**src/verilog/scs_pkg.sv**
```systemverilog
package scs_pkg;

    // ****************************************************************
    // register addresses
    // ****************************************************************
    localparam logic [7:0] SCS_CTRL_ADDR = 8'hF8;
    localparam logic [7:0] SCS_CFG_ADDR  = 8'hA1;
    localparam logic [7:0] SCS_RATE_ADDR = 8'hA2;
    localparam logic [7:0] SCS_DATA_ADDR = 8'hA3;

    // ****************************************************************
    // serial_configuration fields
    // ****************************************************************
    localparam int unsigned CFG_BUSY_BIT  = 7;
    localparam int unsigned CFG_ROLE_BIT  = 6;
    localparam int unsigned CFG_PHASE_BIT = 5;
    localparam int unsigned CFG_POL_BIT   = 4;
    localparam int unsigned CFG_SEL_BIT   = 3;
    localparam int unsigned CFG_PIN_BIT   = 2;
    localparam int unsigned CFG_SHE_BIT   = 1;
    localparam int unsigned CFG_RXE_BIT   = 0;
    localparam logic [7:0]  CFG_RESET     = 8'h07;

    // ****************************************************************
    // serial_control fields
    // ****************************************************************
    localparam int unsigned CTRL_DONE_BIT = 7;
    localparam int unsigned CTRL_TXE_BIT  = 1;
    localparam int unsigned CTRL_EN_BIT   = 0;
    localparam logic [7:0]  CTRL_RESET    = 8'h00;
    localparam logic [7:0]  RATE_RESET    = 8'h00;
    localparam logic [7:0]  DATA_RESET    = 8'h00;

    // ****************************************************************
    // word framing
    // ****************************************************************
    localparam logic [2:0] LAST_BIT_IDX = 3'h7;

    typedef struct packed {
        logic sck;
        logic mosi;
        logic miso;
        logic select_line;
    } scs_pins_t;

    typedef enum logic {
        ST_IDLE,
        ST_RUN
    } scs_state_t;

endpackage

```
**src/verilog/scs_pin_sync.sv**
```systemverilog
`timescale 1ns/1ns
module scs_pin_sync
    import scs_pkg::*;
(
    input  wire logic      ref_clk_i,
    input  wire logic      nrst_i,
    input  wire logic      ce_i,
    input  wire scs_pins_t pins_i,
    output scs_pins_t      raw_o,
    output scs_pins_t      stable_o
);

    scs_pins_t s1_reg;
    scs_pins_t s2_reg;
    scs_pins_t s3_reg;
    scs_pins_t st_reg;
    scs_pins_t st_next;

    // a bit is taken once stages two and three agree
    always_comb begin
        for (int i = 0; i < $bits(scs_pins_t); i++) begin
            st_next[i] = (s2_reg[i] == s3_reg[i]) ? s3_reg[i] : st_reg[i];
        end
    end

    always_ff @(posedge ref_clk_i) begin
        if (!nrst_i) begin
            s1_reg <= '1;
            s2_reg <= '1;
            s3_reg <= '1;
            st_reg <= '1;
        end else if (ce_i) begin
            s1_reg <= pins_i;
            s2_reg <= s1_reg;
            s3_reg <= s2_reg;
            st_reg <= st_next;
        end
    end

    assign raw_o    = s2_reg;
    assign stable_o = st_reg;

endmodule

```
**src/verilog/scs_unit.sv**
```systemverilog
`timescale 1ns/1ns
module scs_unit
    import scs_pkg::*;
(
    input  wire logic       ref_clk_i,
    input  wire logic       nrst_i,
    input  wire logic       ce_i,
    input  wire logic [7:0] sfr_addr_i,
    input  wire logic       sfr_wr_i,
    input  wire logic       sfr_rd_i,
    input  wire logic [7:0] sfr_wdata_i,
    output logic      [7:0] sfr_rdata_o,
    input  wire scs_pins_t  pins_i,
    output logic            sck_o,
    output logic            sck_oe_o,
    output logic            mosi_o,
    output logic            mosi_oe_o,
    output logic            miso_o,
    output logic            miso_oe_o
);

    // ****************************************************************
    // pin synchronisers
    // ****************************************************************
    scs_pins_t pin_raw;
    scs_pins_t pin_st;

    scs_pin_sync u_sync (
        .ref_clk_i (ref_clk_i),
        .nrst_i    (nrst_i),
        .ce_i      (ce_i),
        .pins_i    (pins_i),
        .raw_o     (pin_raw),
        .stable_o  (pin_st)
    );

    function automatic logic hit(input logic [7:0] a, input logic [7:0] off);
        hit = (a == off);
    endfunction

    // ****************************************************************
    // state
    // ****************************************************************
    logic       en_reg,   en_next;
    logic       done_reg, done_next;
    logic       role_reg, role_next;
    logic       pha_reg,  pha_next;
    logic       pol_reg,  pol_next;
    logic [7:0] rate_reg, rate_next;
    logic [7:0] txb_reg,  txb_next;
    logic       txf_reg,  txf_next;
    logic [7:0] sh_reg,   sh_next;
    logic       ld_reg,   ld_next;
    logic [7:0] rxb_reg,  rxb_next;
    logic       rxf_reg,  rxf_next;
    logic [2:0] cnt_reg,  cnt_next;
    scs_state_t st_reg,   st_next;
    logic [7:0] div_reg,  div_next;
    logic       sck_reg,  sck_next;
    logic       smp_reg,  smp_next;
    logic       out_reg,  out_next;
    logic       sckoe_reg, sckoe_next;
    logic       misooe_reg, misooe_next;
    logic [7:0] rd_reg,   rd_next;
    logic       sckp_reg, sckp_next;
    logic       nssp_reg, nssp_next;

    logic       lead;
    logic       trail;
    logic       tick;
    logic       din;
    logic       nss_fall;
    logic       slv_act;
    logic       busy;
    logic       sh_empty;
    logic       rx_empty;
    logic [7:0] cfg_val;

    // ****************************************************************
    // edge decode
    // ****************************************************************
    always_comb begin
        tick     = (st_reg == ST_RUN) && role_reg && (div_reg == rate_reg);
        slv_act  = en_reg && !role_reg && !pin_st.select_line;
        nss_fall = nssp_reg && !pin_st.select_line;
        if (role_reg) begin
            lead  = tick && (sck_reg == pol_reg);
            trail = tick && (sck_reg != pol_reg);
        end else begin
            lead  = slv_act && (pin_st.sck != sckp_reg) && (sckp_reg == pol_reg);
            trail = slv_act && (st_reg == ST_RUN) && (pin_st.sck != sckp_reg)
                    && (sckp_reg != pol_reg);
        end
        din      = role_reg ? pin_st.miso : pin_st.mosi;
        busy     = (st_reg == ST_RUN);
        sh_empty = !ld_reg && !txf_reg;
        rx_empty = role_reg ? 1'b1 : !rxf_reg;
        cfg_val  = {busy, role_reg, pha_reg, pol_reg,
                    !pin_raw.select_line, pin_raw.select_line, sh_empty, rx_empty};
    end

    // ****************************************************************
    // next-state logic
    // ****************************************************************
    always_comb begin
        en_next     = en_reg;
        done_next   = done_reg;
        role_next   = role_reg;
        pha_next    = pha_reg;
        pol_next    = pol_reg;
        rate_next   = rate_reg;
        txb_next    = txb_reg;
        txf_next    = txf_reg;
        sh_next     = sh_reg;
        ld_next     = ld_reg;
        rxb_next    = rxb_reg;
        rxf_next    = rxf_reg;
        cnt_next    = cnt_reg;
        st_next     = st_reg;
        div_next    = div_reg;
        sck_next    = sck_reg;
        smp_next    = smp_reg;
        out_next    = out_reg;
        rd_next     = rd_reg;
        sckp_next   = pin_st.sck;
        nssp_next   = pin_st.select_line;

        // register reads; a data read frees the receive holding buffer
        if (sfr_rd_i) begin
            if (hit(sfr_addr_i, SCS_CFG_ADDR)) begin
                rd_next = cfg_val;
            end else if (hit(sfr_addr_i, SCS_CTRL_ADDR)) begin
                rd_next = {done_reg, 5'h00, !txf_reg, en_reg};
            end else if (hit(sfr_addr_i, SCS_RATE_ADDR)) begin
                rd_next = rate_reg;
            end else if (hit(sfr_addr_i, SCS_DATA_ADDR)) begin
                rd_next  = rxb_reg;
                rxf_next = 1'b0;
            end else begin
                rd_next = 8'h00;
            end
        end

        // register writes
        if (sfr_wr_i) begin
            if (hit(sfr_addr_i, SCS_CFG_ADDR)) begin
                role_next = sfr_wdata_i[CFG_ROLE_BIT];
                pha_next  = sfr_wdata_i[CFG_PHASE_BIT];
                pol_next  = sfr_wdata_i[CFG_POL_BIT];
            end else if (hit(sfr_addr_i, SCS_CTRL_ADDR)) begin
                en_next = sfr_wdata_i[CTRL_EN_BIT];
                if (!sfr_wdata_i[CTRL_DONE_BIT]) begin
                    done_next = 1'b0;
                end
            end else if (hit(sfr_addr_i, SCS_RATE_ADDR)) begin
                rate_next = sfr_wdata_i;
            end else if (hit(sfr_addr_i, SCS_DATA_ADDR) && !txf_reg) begin
                txb_next = sfr_wdata_i;
                txf_next = 1'b1;
            end
        end

        // move a pending word into an idle shifter
        if ((st_reg == ST_IDLE) && !ld_reg && txf_reg) begin
            sh_next  = txb_reg;
            ld_next  = 1'b1;
            txf_next = 1'b0;
        end

        case (st_reg)
            ST_IDLE: begin
                div_next = 8'h00;
                sck_next = pol_next;
                if (en_reg && role_reg && ld_reg) begin
                    st_next = ST_RUN;
                end else if (lead) begin
                    st_next  = ST_RUN;
                    smp_next = din;
                end
            end
            ST_RUN: begin
                if (role_reg) begin
                    div_next = tick ? 8'h00 : div_reg + 8'h01;
                    if (tick) begin
                        sck_next = !sck_reg;
                    end
                end
                if (lead) begin
                    smp_next = din;
                end
                if (trail) begin
                    sh_next  = {sh_reg[6:0], pha_reg ? din : smp_reg};
                    cnt_next = cnt_reg + 3'h1;
                    if (cnt_reg == LAST_BIT_IDX) begin
                        st_next   = ST_IDLE;
                        ld_next   = 1'b0;
                        done_next = 1'b1;
                        // a data read in this same cycle frees the buffer, so the word is kept
                        if (!rxf_next) begin
                            rxb_next = {sh_reg[6:0], pha_reg ? din : smp_reg};
                            rxf_next = 1'b1;
                        end
                    end
                end
            end
            default: begin
                st_next = ST_IDLE;
            end
        endcase

        // a peripheral moves on as soon as its sampling edge is seen: the
        // synchronisers eat most of a half period, so waiting longer is too late
        if (role_reg != pha_reg) begin
            out_next = sh_next[7];
        end else if (role_reg) begin
            if (lead || (st_reg == ST_IDLE)) begin
                out_next = sh_reg[7];
            end
        end else if (lead) begin
            out_next = sh_reg[6];
        end else if (st_reg == ST_IDLE) begin
            out_next = sh_next[7];
        end

        // leaving select or disabling drops a partial word
        if (!en_reg || (!role_reg && (nss_fall || pin_st.select_line))) begin
            st_next  = ST_IDLE;
            cnt_next = 3'h0;
        end

        sckoe_next  = en_next && role_next;
        misooe_next = en_reg && !role_reg && !pin_st.select_line;
    end

    always_ff @(posedge ref_clk_i) begin
        if (!nrst_i) begin
            en_reg     <= CTRL_RESET[CTRL_EN_BIT];
            done_reg   <= CTRL_RESET[CTRL_DONE_BIT];
            role_reg   <= CFG_RESET[CFG_ROLE_BIT];
            pha_reg    <= CFG_RESET[CFG_PHASE_BIT];
            pol_reg    <= CFG_RESET[CFG_POL_BIT];
            rate_reg   <= RATE_RESET;
            txb_reg    <= DATA_RESET;
            txf_reg    <= 1'b0;
            sh_reg     <= DATA_RESET;
            ld_reg     <= 1'b0;
            rxb_reg    <= DATA_RESET;
            rxf_reg    <= 1'b0;
            cnt_reg    <= 3'h0;
            st_reg     <= ST_IDLE;
            div_reg    <= 8'h00;
            sck_reg    <= CFG_RESET[CFG_POL_BIT];
            smp_reg    <= 1'b0;
            out_reg    <= 1'b0;
            sckoe_reg  <= 1'b0;
            misooe_reg <= 1'b0;
            rd_reg     <= 8'h00;
            sckp_reg   <= 1'b1;
            nssp_reg   <= 1'b1;
        end else if (ce_i) begin
            en_reg     <= en_next;
            done_reg   <= done_next;
            role_reg   <= role_next;
            pha_reg    <= pha_next;
            pol_reg    <= pol_next;
            rate_reg   <= rate_next;
            txb_reg    <= txb_next;
            txf_reg    <= txf_next;
            sh_reg     <= sh_next;
            ld_reg     <= ld_next;
            rxb_reg    <= rxb_next;
            rxf_reg    <= rxf_next;
            cnt_reg    <= cnt_next;
            st_reg     <= st_next;
            div_reg    <= div_next;
            sck_reg    <= sck_next;
            smp_reg    <= smp_next;
            out_reg    <= out_next;
            sckoe_reg  <= sckoe_next;
            misooe_reg <= misooe_next;
            rd_reg     <= rd_next;
            sckp_reg   <= sckp_next;
            nssp_reg   <= nssp_next;
        end
    end

    assign sfr_rdata_o = rd_reg;
    assign sck_o       = sck_reg;
    assign sck_oe_o    = sckoe_reg;
    assign mosi_o      = out_reg;
    assign mosi_oe_o   = sckoe_reg;
    assign miso_o      = out_reg;
    assign miso_oe_o   = misooe_reg;
endmodule

```
**config.mk**
```make
export PLATFORM = sky130hd
export DESIGN_NAME = scs_unit
export DESIGN_NICKNAME = d
export VERILOG_FILES = /design/src/verilog/scs_pkg.sv /design/src/verilog/scs_pin_sync.sv /design/src/verilog/scs_unit.sv
export SDC_FILE = /design/constraint.sdc
export NUM_CORES = 1
export LEC_CHECK = 0
export ABC_AREA = 0
export BUFFER_PORTS_ARGS = -buffer_cell sky130_fd_sc_hd__buf_2
export CAP_MARGIN = 20
export CORE_MARGIN = 3
export CORE_UTILIZATION = 40
export DETAILED_ROUTE_END_ITERATION = 8
export SYNTH_ARGS = -nofsm -noshare
export SYNTH_HDL_FRONTEND = slang
export SYNTH_HIERARCHICAL = 1
export SYNTH_SLANG_ARGS = --single-unit
```
**constraint.sdc**
```tcl
create_clock -name ref_clk_i -period 2.6 [get_ports ref_clk_i]
set_clock_uncertainty 0.1 [all_clocks]
set_input_delay 0.78 -clock ref_clk_i [delete_from_list [all_inputs] [get_ports ref_clk_i]]
set_output_delay 0.78 -clock ref_clk_i [all_outputs]
set_load 0.005 [all_outputs]
```
==> results.json, run 1 <==
{
  "run_status": "finished, final reports clean",
  "comb_power_share_pct": 6.1,
  "cts_tree": "built",
  "synth_compound_area_share_pct": 12.0,
  "port_buffers": 38,
  "synthMuxAreaShare_pct": 16.8,
  "synth_cells": 437,
  "rows": 35,
  "p_per_area_mw_per_mm2": 531,
  "min_from": "sfr_rdata_o[1]",
  "area_delta_synth_final_pct": 14.0,
  "grt_max_degree": 58,
  "firstDrtPassIters": 5,
  "clock_path_buffers": 2,
  "design.portCount": 39,
  "yosys-top-cells-area": "dfxtp_1 (42%), mux2i_1 (13%), nand2_1 (5.3%)",
  "synth_xor_area_share_pct": 3.54,
  "drc": 0,
  "gp_congestion": 0.905,
  "slew_violations": 0,
  "start_util_pct": 42.1,
  "placed_area_mm2": 0.00432,
  "finalInstanceArea_mm2": 0.00452,
  "startpoint_type": "flip-flop",
  "required_ns": 2.76,
  "tightestPinTransition_ns": 0.595,
  "startpoint": "div_reg[1]",
  "synthAdderAreaFrac_pct": 1.26,
  "layout_commonest_cell": "dfxtp_1",
  "switching_share_pct": 25.5,
  "hold_slack_ns": 0.361,
  "syn_nets": 466,
  "dp_hpwl_um": 7060,
  "synth_flop_cell": "dfxtp_1",
  "fin_cells": 615,
  "rsz0062_at_grt": "false",
  "yosys_warnings": 6,
  "die_area_mm2": 0.0111,
  "wl_um": 9730,
  "wl_per_cell_um": 15.8,
  "end_kind": "flip-flop",
  "ctsHtreeMaxLevel": 3,
  "hp-class": "reg -> reg",
  "ctsHoldBuffers": 0,
  "grt_pass1_vias": 3094,
  "die_h_um": 106,
  "rrSetupSlack_ns": 0.11,
  "cts-resized-gates": 0,
  "drt_iter0_drc": 141,
  "final_nets": 510,
  "hold_viol": 0,
  "synth_cell_types": 52,
  "synthSimpleGateAreaFrac_pct": 20.4,
  "grt-ovfl-total": 0,
  "ant_nets": 0,
  "critPathArrivalTime_ns": 2.65,
  "ir_drop_uv": 330,
  "crit_fanout": 13,
  "grt_pass1_wl_um": 15800,
  "synth_top_area_share_pct": 41.9,
  "cts_buffers": 9,
  "slew_headroom_pct": 60.3,
  "syn_area_per_cell_um2": 9.06,
  "maxCapViolCount": 0,
  "rr_startpoint": "div_reg[1]",
  "finalSetupViolations": 0,
  "syn-cell-area_mm2": 0.00396,
  "ys_seq_area_share_pct": 41.9,
  "seqPwrFrac_pct": 53.9,
  "final.setup.tns_ns": 0,
  "cts_root_buf": "clkbuf_8",
  "max_freq_mhz": 402,
  "synth_edf_count": 0,
  "diodes": 0,
  "clkPwrFrac_pct": 40.0,
  "synthArstFlopShare_pct": 0,
  "path_class": "reg -> reg",
  "dr_total_vias": 3245,
  "fin_crit_sh_pct": 95.7,
  "final_cell_mix": "dfxtp_1 (83), nand2_1 (56), mux2i_1 (53)",
  "grt_util_all_layers_pct": 17.8,
  "leakage_uw": 0.00181,
  "power_switching_uw": 613,
  "numClockSinks": 83,
  "synth_top_family_by_area": "simple AND/OR/NAND/NOR gates",
  "drive_gt1_share_pct": 19.3,
  "path_clk_slew_ns": 0.09,
  "yosys.area.top_type": "dfxtp_1",
  "coreArea_mm2": 0.00942,
  "die-width_um": 106,
  "fin_crit_ns": 2.49,
  "dp_cells": 599,
  "ys_seq_elements": 83,
  "antenna_found_initial": 0,
  "via_per_inst": 5.28,
  "intPower_uw": 1790,
  "insertion_delay_ns": 0.36,
  "cts_setup_buffers": 0,
  "power_uw": 2400
}
[final cells by class]
| type | instances | area [um^2] |
|---|---|---|
| Timing Repair Buffer | 58 | 340 |
| Clock inverter | 7 | 76.3 |
| Multi-Input combinational cell | 325 | 2140 |
| Tap cell | 129 | 161 |
| Inverter | 4 | 15.0 |
| Fill cell | 905 | 4900 |
| Clock buffer | 9 | 124 |
| Sequential cell | 83 | 1660 |
[stage by stage]
step	worst slack (ns)	utilization (%)
after floorplan	0.00469	-
after global placement	-0.0401	45.8
after detailed placement	-0.0687	45.8
after CTS	0.104	48.0
after global routing	0.0260	48.0
final	0.111	48.0
[power by group through the flow]
| stage | Combinational (uW) | Clock, uW | Sequential, uW |
|---|---|---|---|
| 2_1_floorplan | 91.3 | 0 | 1320 |
| 3_3_place_gp | 145 | 0 | 1320 |
| 3_5_place_dp | 147 | 0 | 1320 |
| 4_1_cts | 147 | 981 | 1290 |
| 5_1_grt | 162 | 1040 | 1300 |
| 6_report | 147 | 960 | 1290 |
[worst paths after layout]
kind                    end  depth (start not counted)
max                    busy                          6
min          sfr_rdata_o[1]                          2
max reg2reg            busy                          6
min reg2reg  sfr_rdata_o[1]                          2
[worst max-delay path, cell delays in order, from the launching register on]
cell	delay, ns
dfxtp_1	0.39
xor2_1	0.18
or4_4	0.53
or4b_4	0.57
nand2_4	0.22
a21oi_1	0.12
o221a_2	0.28
[logic make-up after synthesis]
family	after synthesis
AOI/OAI and AO/OA	76
DFF	83
muxes	65
and+or+nand+nor	164
adders and majority gates	4
xor gates and xnor gates	16
buffers and inverters	29
[synthesized netlist by cell type (all sizes together) (2+ instances only)]
master  count
xnor2       6
nor3b       5
mux2i      53
nand3b      3
xor2       10
or4         2
and2        2
dfxtp      83
and3        4
nand2b      9
or3         3
a31oi       2
clkbuf     16
o21ai      21
nor3        8
nand2      57
o22ai       5
nor2b       2
inv         3
nor2       43
buf         9
a22oi       5
nand3      17
a21oi      22
a22o        6
nand4b      2
mux2       12
o21a        2
a211oi      4
nand4       4
ha          4
[per-layer routing]
layer / track usage [%] / up-vias / share of wire, %
li1: - / 1634 / -
met1: 24.8 / 1525 / 49
met2: 27.3 / 74 / 44
met3: 4.41 / 12 / 4.7
met4: 5.37 / 0 / 1.5
met5: 0 / - / 0
(Power assumes the default switching activity.)
==> run 2, diff against run 1 <==
--- a/config.mk
+++ b/config.mk
@@ -11,6 +11,7 @@
 export CORE_MARGIN = 3
 export CORE_UTILIZATION = 40
 export DETAILED_ROUTE_END_ITERATION = 8
+export REMOVE_ABC_BUFFERS = 1
 export SYNTH_ARGS = -nofsm -noshare
 export SYNTH_HDL_FRONTEND = slang
 export SYNTH_HIERARCHICAL = 1
==> run 2 against run 1 <==
Compared with the run above: clock-buffer cell count increased by 1; critical path type unchanged; setup slack better by 0.035 ns; total power increased by 4.4%; hold slack worse by 0.00079 ns; routed wire length is 1.3% lower.
==> results.json, run 2 (same netlist as run 1, synthesis figures left out) <==
{
  "dr_total_vias": 3303,
  "dp_cells": 599,
  "hold_slack_ns": 0.360,
  "numClockSinks": 83,
  "fill_cells": 893,
  "gp_congestion": 0.831,
  "design.portCount": 39,
  "ir_drop_uv": 326,
  "layout_commonest_cell": "dfxtp_1",
  "dp_hpwl_um": 6940,
  "grt_pass1_wl_um": 16200,
  "tightestPinTransition_ns": 0.609,
  "final_cell_mix": "dfxtp_1 (83), nand2_1 (56), mux2i_1 (53)",
  "fin_cells": 615,
  "cts_setup_buffers": 0,
  "port_buffers": 38,
  "drive_gt1_share_pct": 19.3,
  "area_delta_synth_final_pct": 15.2,
  "path_clk_slew_ns": 0.09,
  "final_nets": 510,
  "slew_violations": 0,
  "die-width_um": 106,
  "die_h_um": 106,
  "rows": 35,
  "hp-class": "reg -> reg",
  "fin_crit_sh_pct": 94.4,
  "hold_viol": 0,
  "fin_crit_ns": 2.45,
  "wl_um": 9600,
  "cts_root_buf": "clkbuf_8",
  "startpoint_type": "flip-flop",
  "via_per_inst": 5.37,
  "grt_util_all_layers_pct": 17.9,
  "finalSetupViolations": 0,
  "clock_path_buffers": 2,
  "leakage_uw": 0.00184,
  "max_freq_mhz": 407,
  "rsz0062_at_grt": "false",
  "p_per_area_mw_per_mm2": 550,
  "firstDrtPassIters": 5,
  "grt_max_degree": 52,
  "antenna_found_initial": 0,
  "path_class": "reg -> reg",
  "diodes": 0,
  "cts-resized-gates": 0,
  "final.setup.tns_ns": 0,
  "slew_headroom_pct": 59.0,
  "required_ns": 2.75,
  "drt_iter0_drc": 141,
  "die_area_mm2": 0.0111,
  "grt-ovfl-total": 0,
  "maxCapViolCount": 0,
  "start_util_pct": 42.1,
  "power_uw": 2510,
  "insertion_delay_ns": 0.35,
  "wl_per_cell_um": 15.6,
  "place_ws_ns": 0.0475,
  "worst_slack_ns": 0.145,
  "cts_tree": "built",
  "crit_fanout": 14,
  "ctsHoldBuffers": 0,
  "ant_nets": 0,
  "end_kind": "flip-flop",
  "coreArea_mm2": 0.00942,
  "grt_pass1_vias": 3257,
  "cts_buffers": 9,
  "ctsHtreeMaxLevel": 3,
  "run_status": "finished, final reports clean",
  "drc": 0,
  "critPathArrivalTime_ns": 2.60
}
==> run 2: cell count changes in the layout (fill, tap and decap cells not counted), sizes merged <==
| cell | delta |
|---|---|
| clkinvlp | -2 |
| bufinv | +1 |
| clkbuf | +1 |
==> run 2: layout make-up <==
| type | instances | area (um^2) | share of cell area [%] |
|---|---|---|---|
| multi-input cells | 325 | 2140 | 46.9 |
| flip-flops and latches | 83 | 1660 | 36.4 |
| repair buffers | 58 | 353 | 7.73 |
| well taps | 129 | 161 | 3.54 |
| clock buffers | 10 | 138 | 3.02 |
| clock inverters | 6 | 95.1 | 2.08 |
| inverters | 4 | 15.0 | 0.329 |
==> run 2: worst max-delay path, cell delays in order, from the launching register on <==
cell and delay [ns]:
dfxtp_1 0.34, xor2_1 0.16, or4_4 0.55, or4b_4 0.57
nand2_4 0.24, a21oi_1 0.11, o221a_2 0.28
==> run 2: routing by layer <==
| metal | global-route usage (%) | up-vias | share of wire (%) |
|---|---|---|---|
| met5 | 0 | - | 0 |
| met4 | 6.01 | 0 | 1.9 |
| met3 | 3.25 | 14 | 4.1 |
| met2 | 28.8 | 84 | 45 |
| met1 | 24.2 | 1570 | 49 |
| li1 | - | 1635 | - |
==> run 2: final timing paths <==
check,from,end,depth (start not counted),slack [ns]
hold reg to reg,sfr_rdata_o[1],sfr_rdata_o[1],2,0.36
setup reg to reg,div_reg[0],busy,6,0.15
hold / removal,sfr_rdata_o[1],sfr_rdata_o[1],2,0.36
setup / recovery,div_reg[0],busy,6,0.15
==> run 2: per-stage QoR <==
step	utilization (%)	area, um^2
after floorplan	-	3810
after global placement	46.0	4330
after detailed placement	46.0	4330
after CTS	48.5	4560
after global routing	48.5	4560
final	48.5	4560
==> run 2: power by group <==
| group | total [uW] | switching [uW] | internal [uW] |
|---|---|---|---|
| clock | 1070 | 488 | 577 |
| sequential | 1290 | 9.33 | 1280 |
| combinational | 150 | 93.7 | 55.9 |
| total | 2510 | 591 | 1920 |
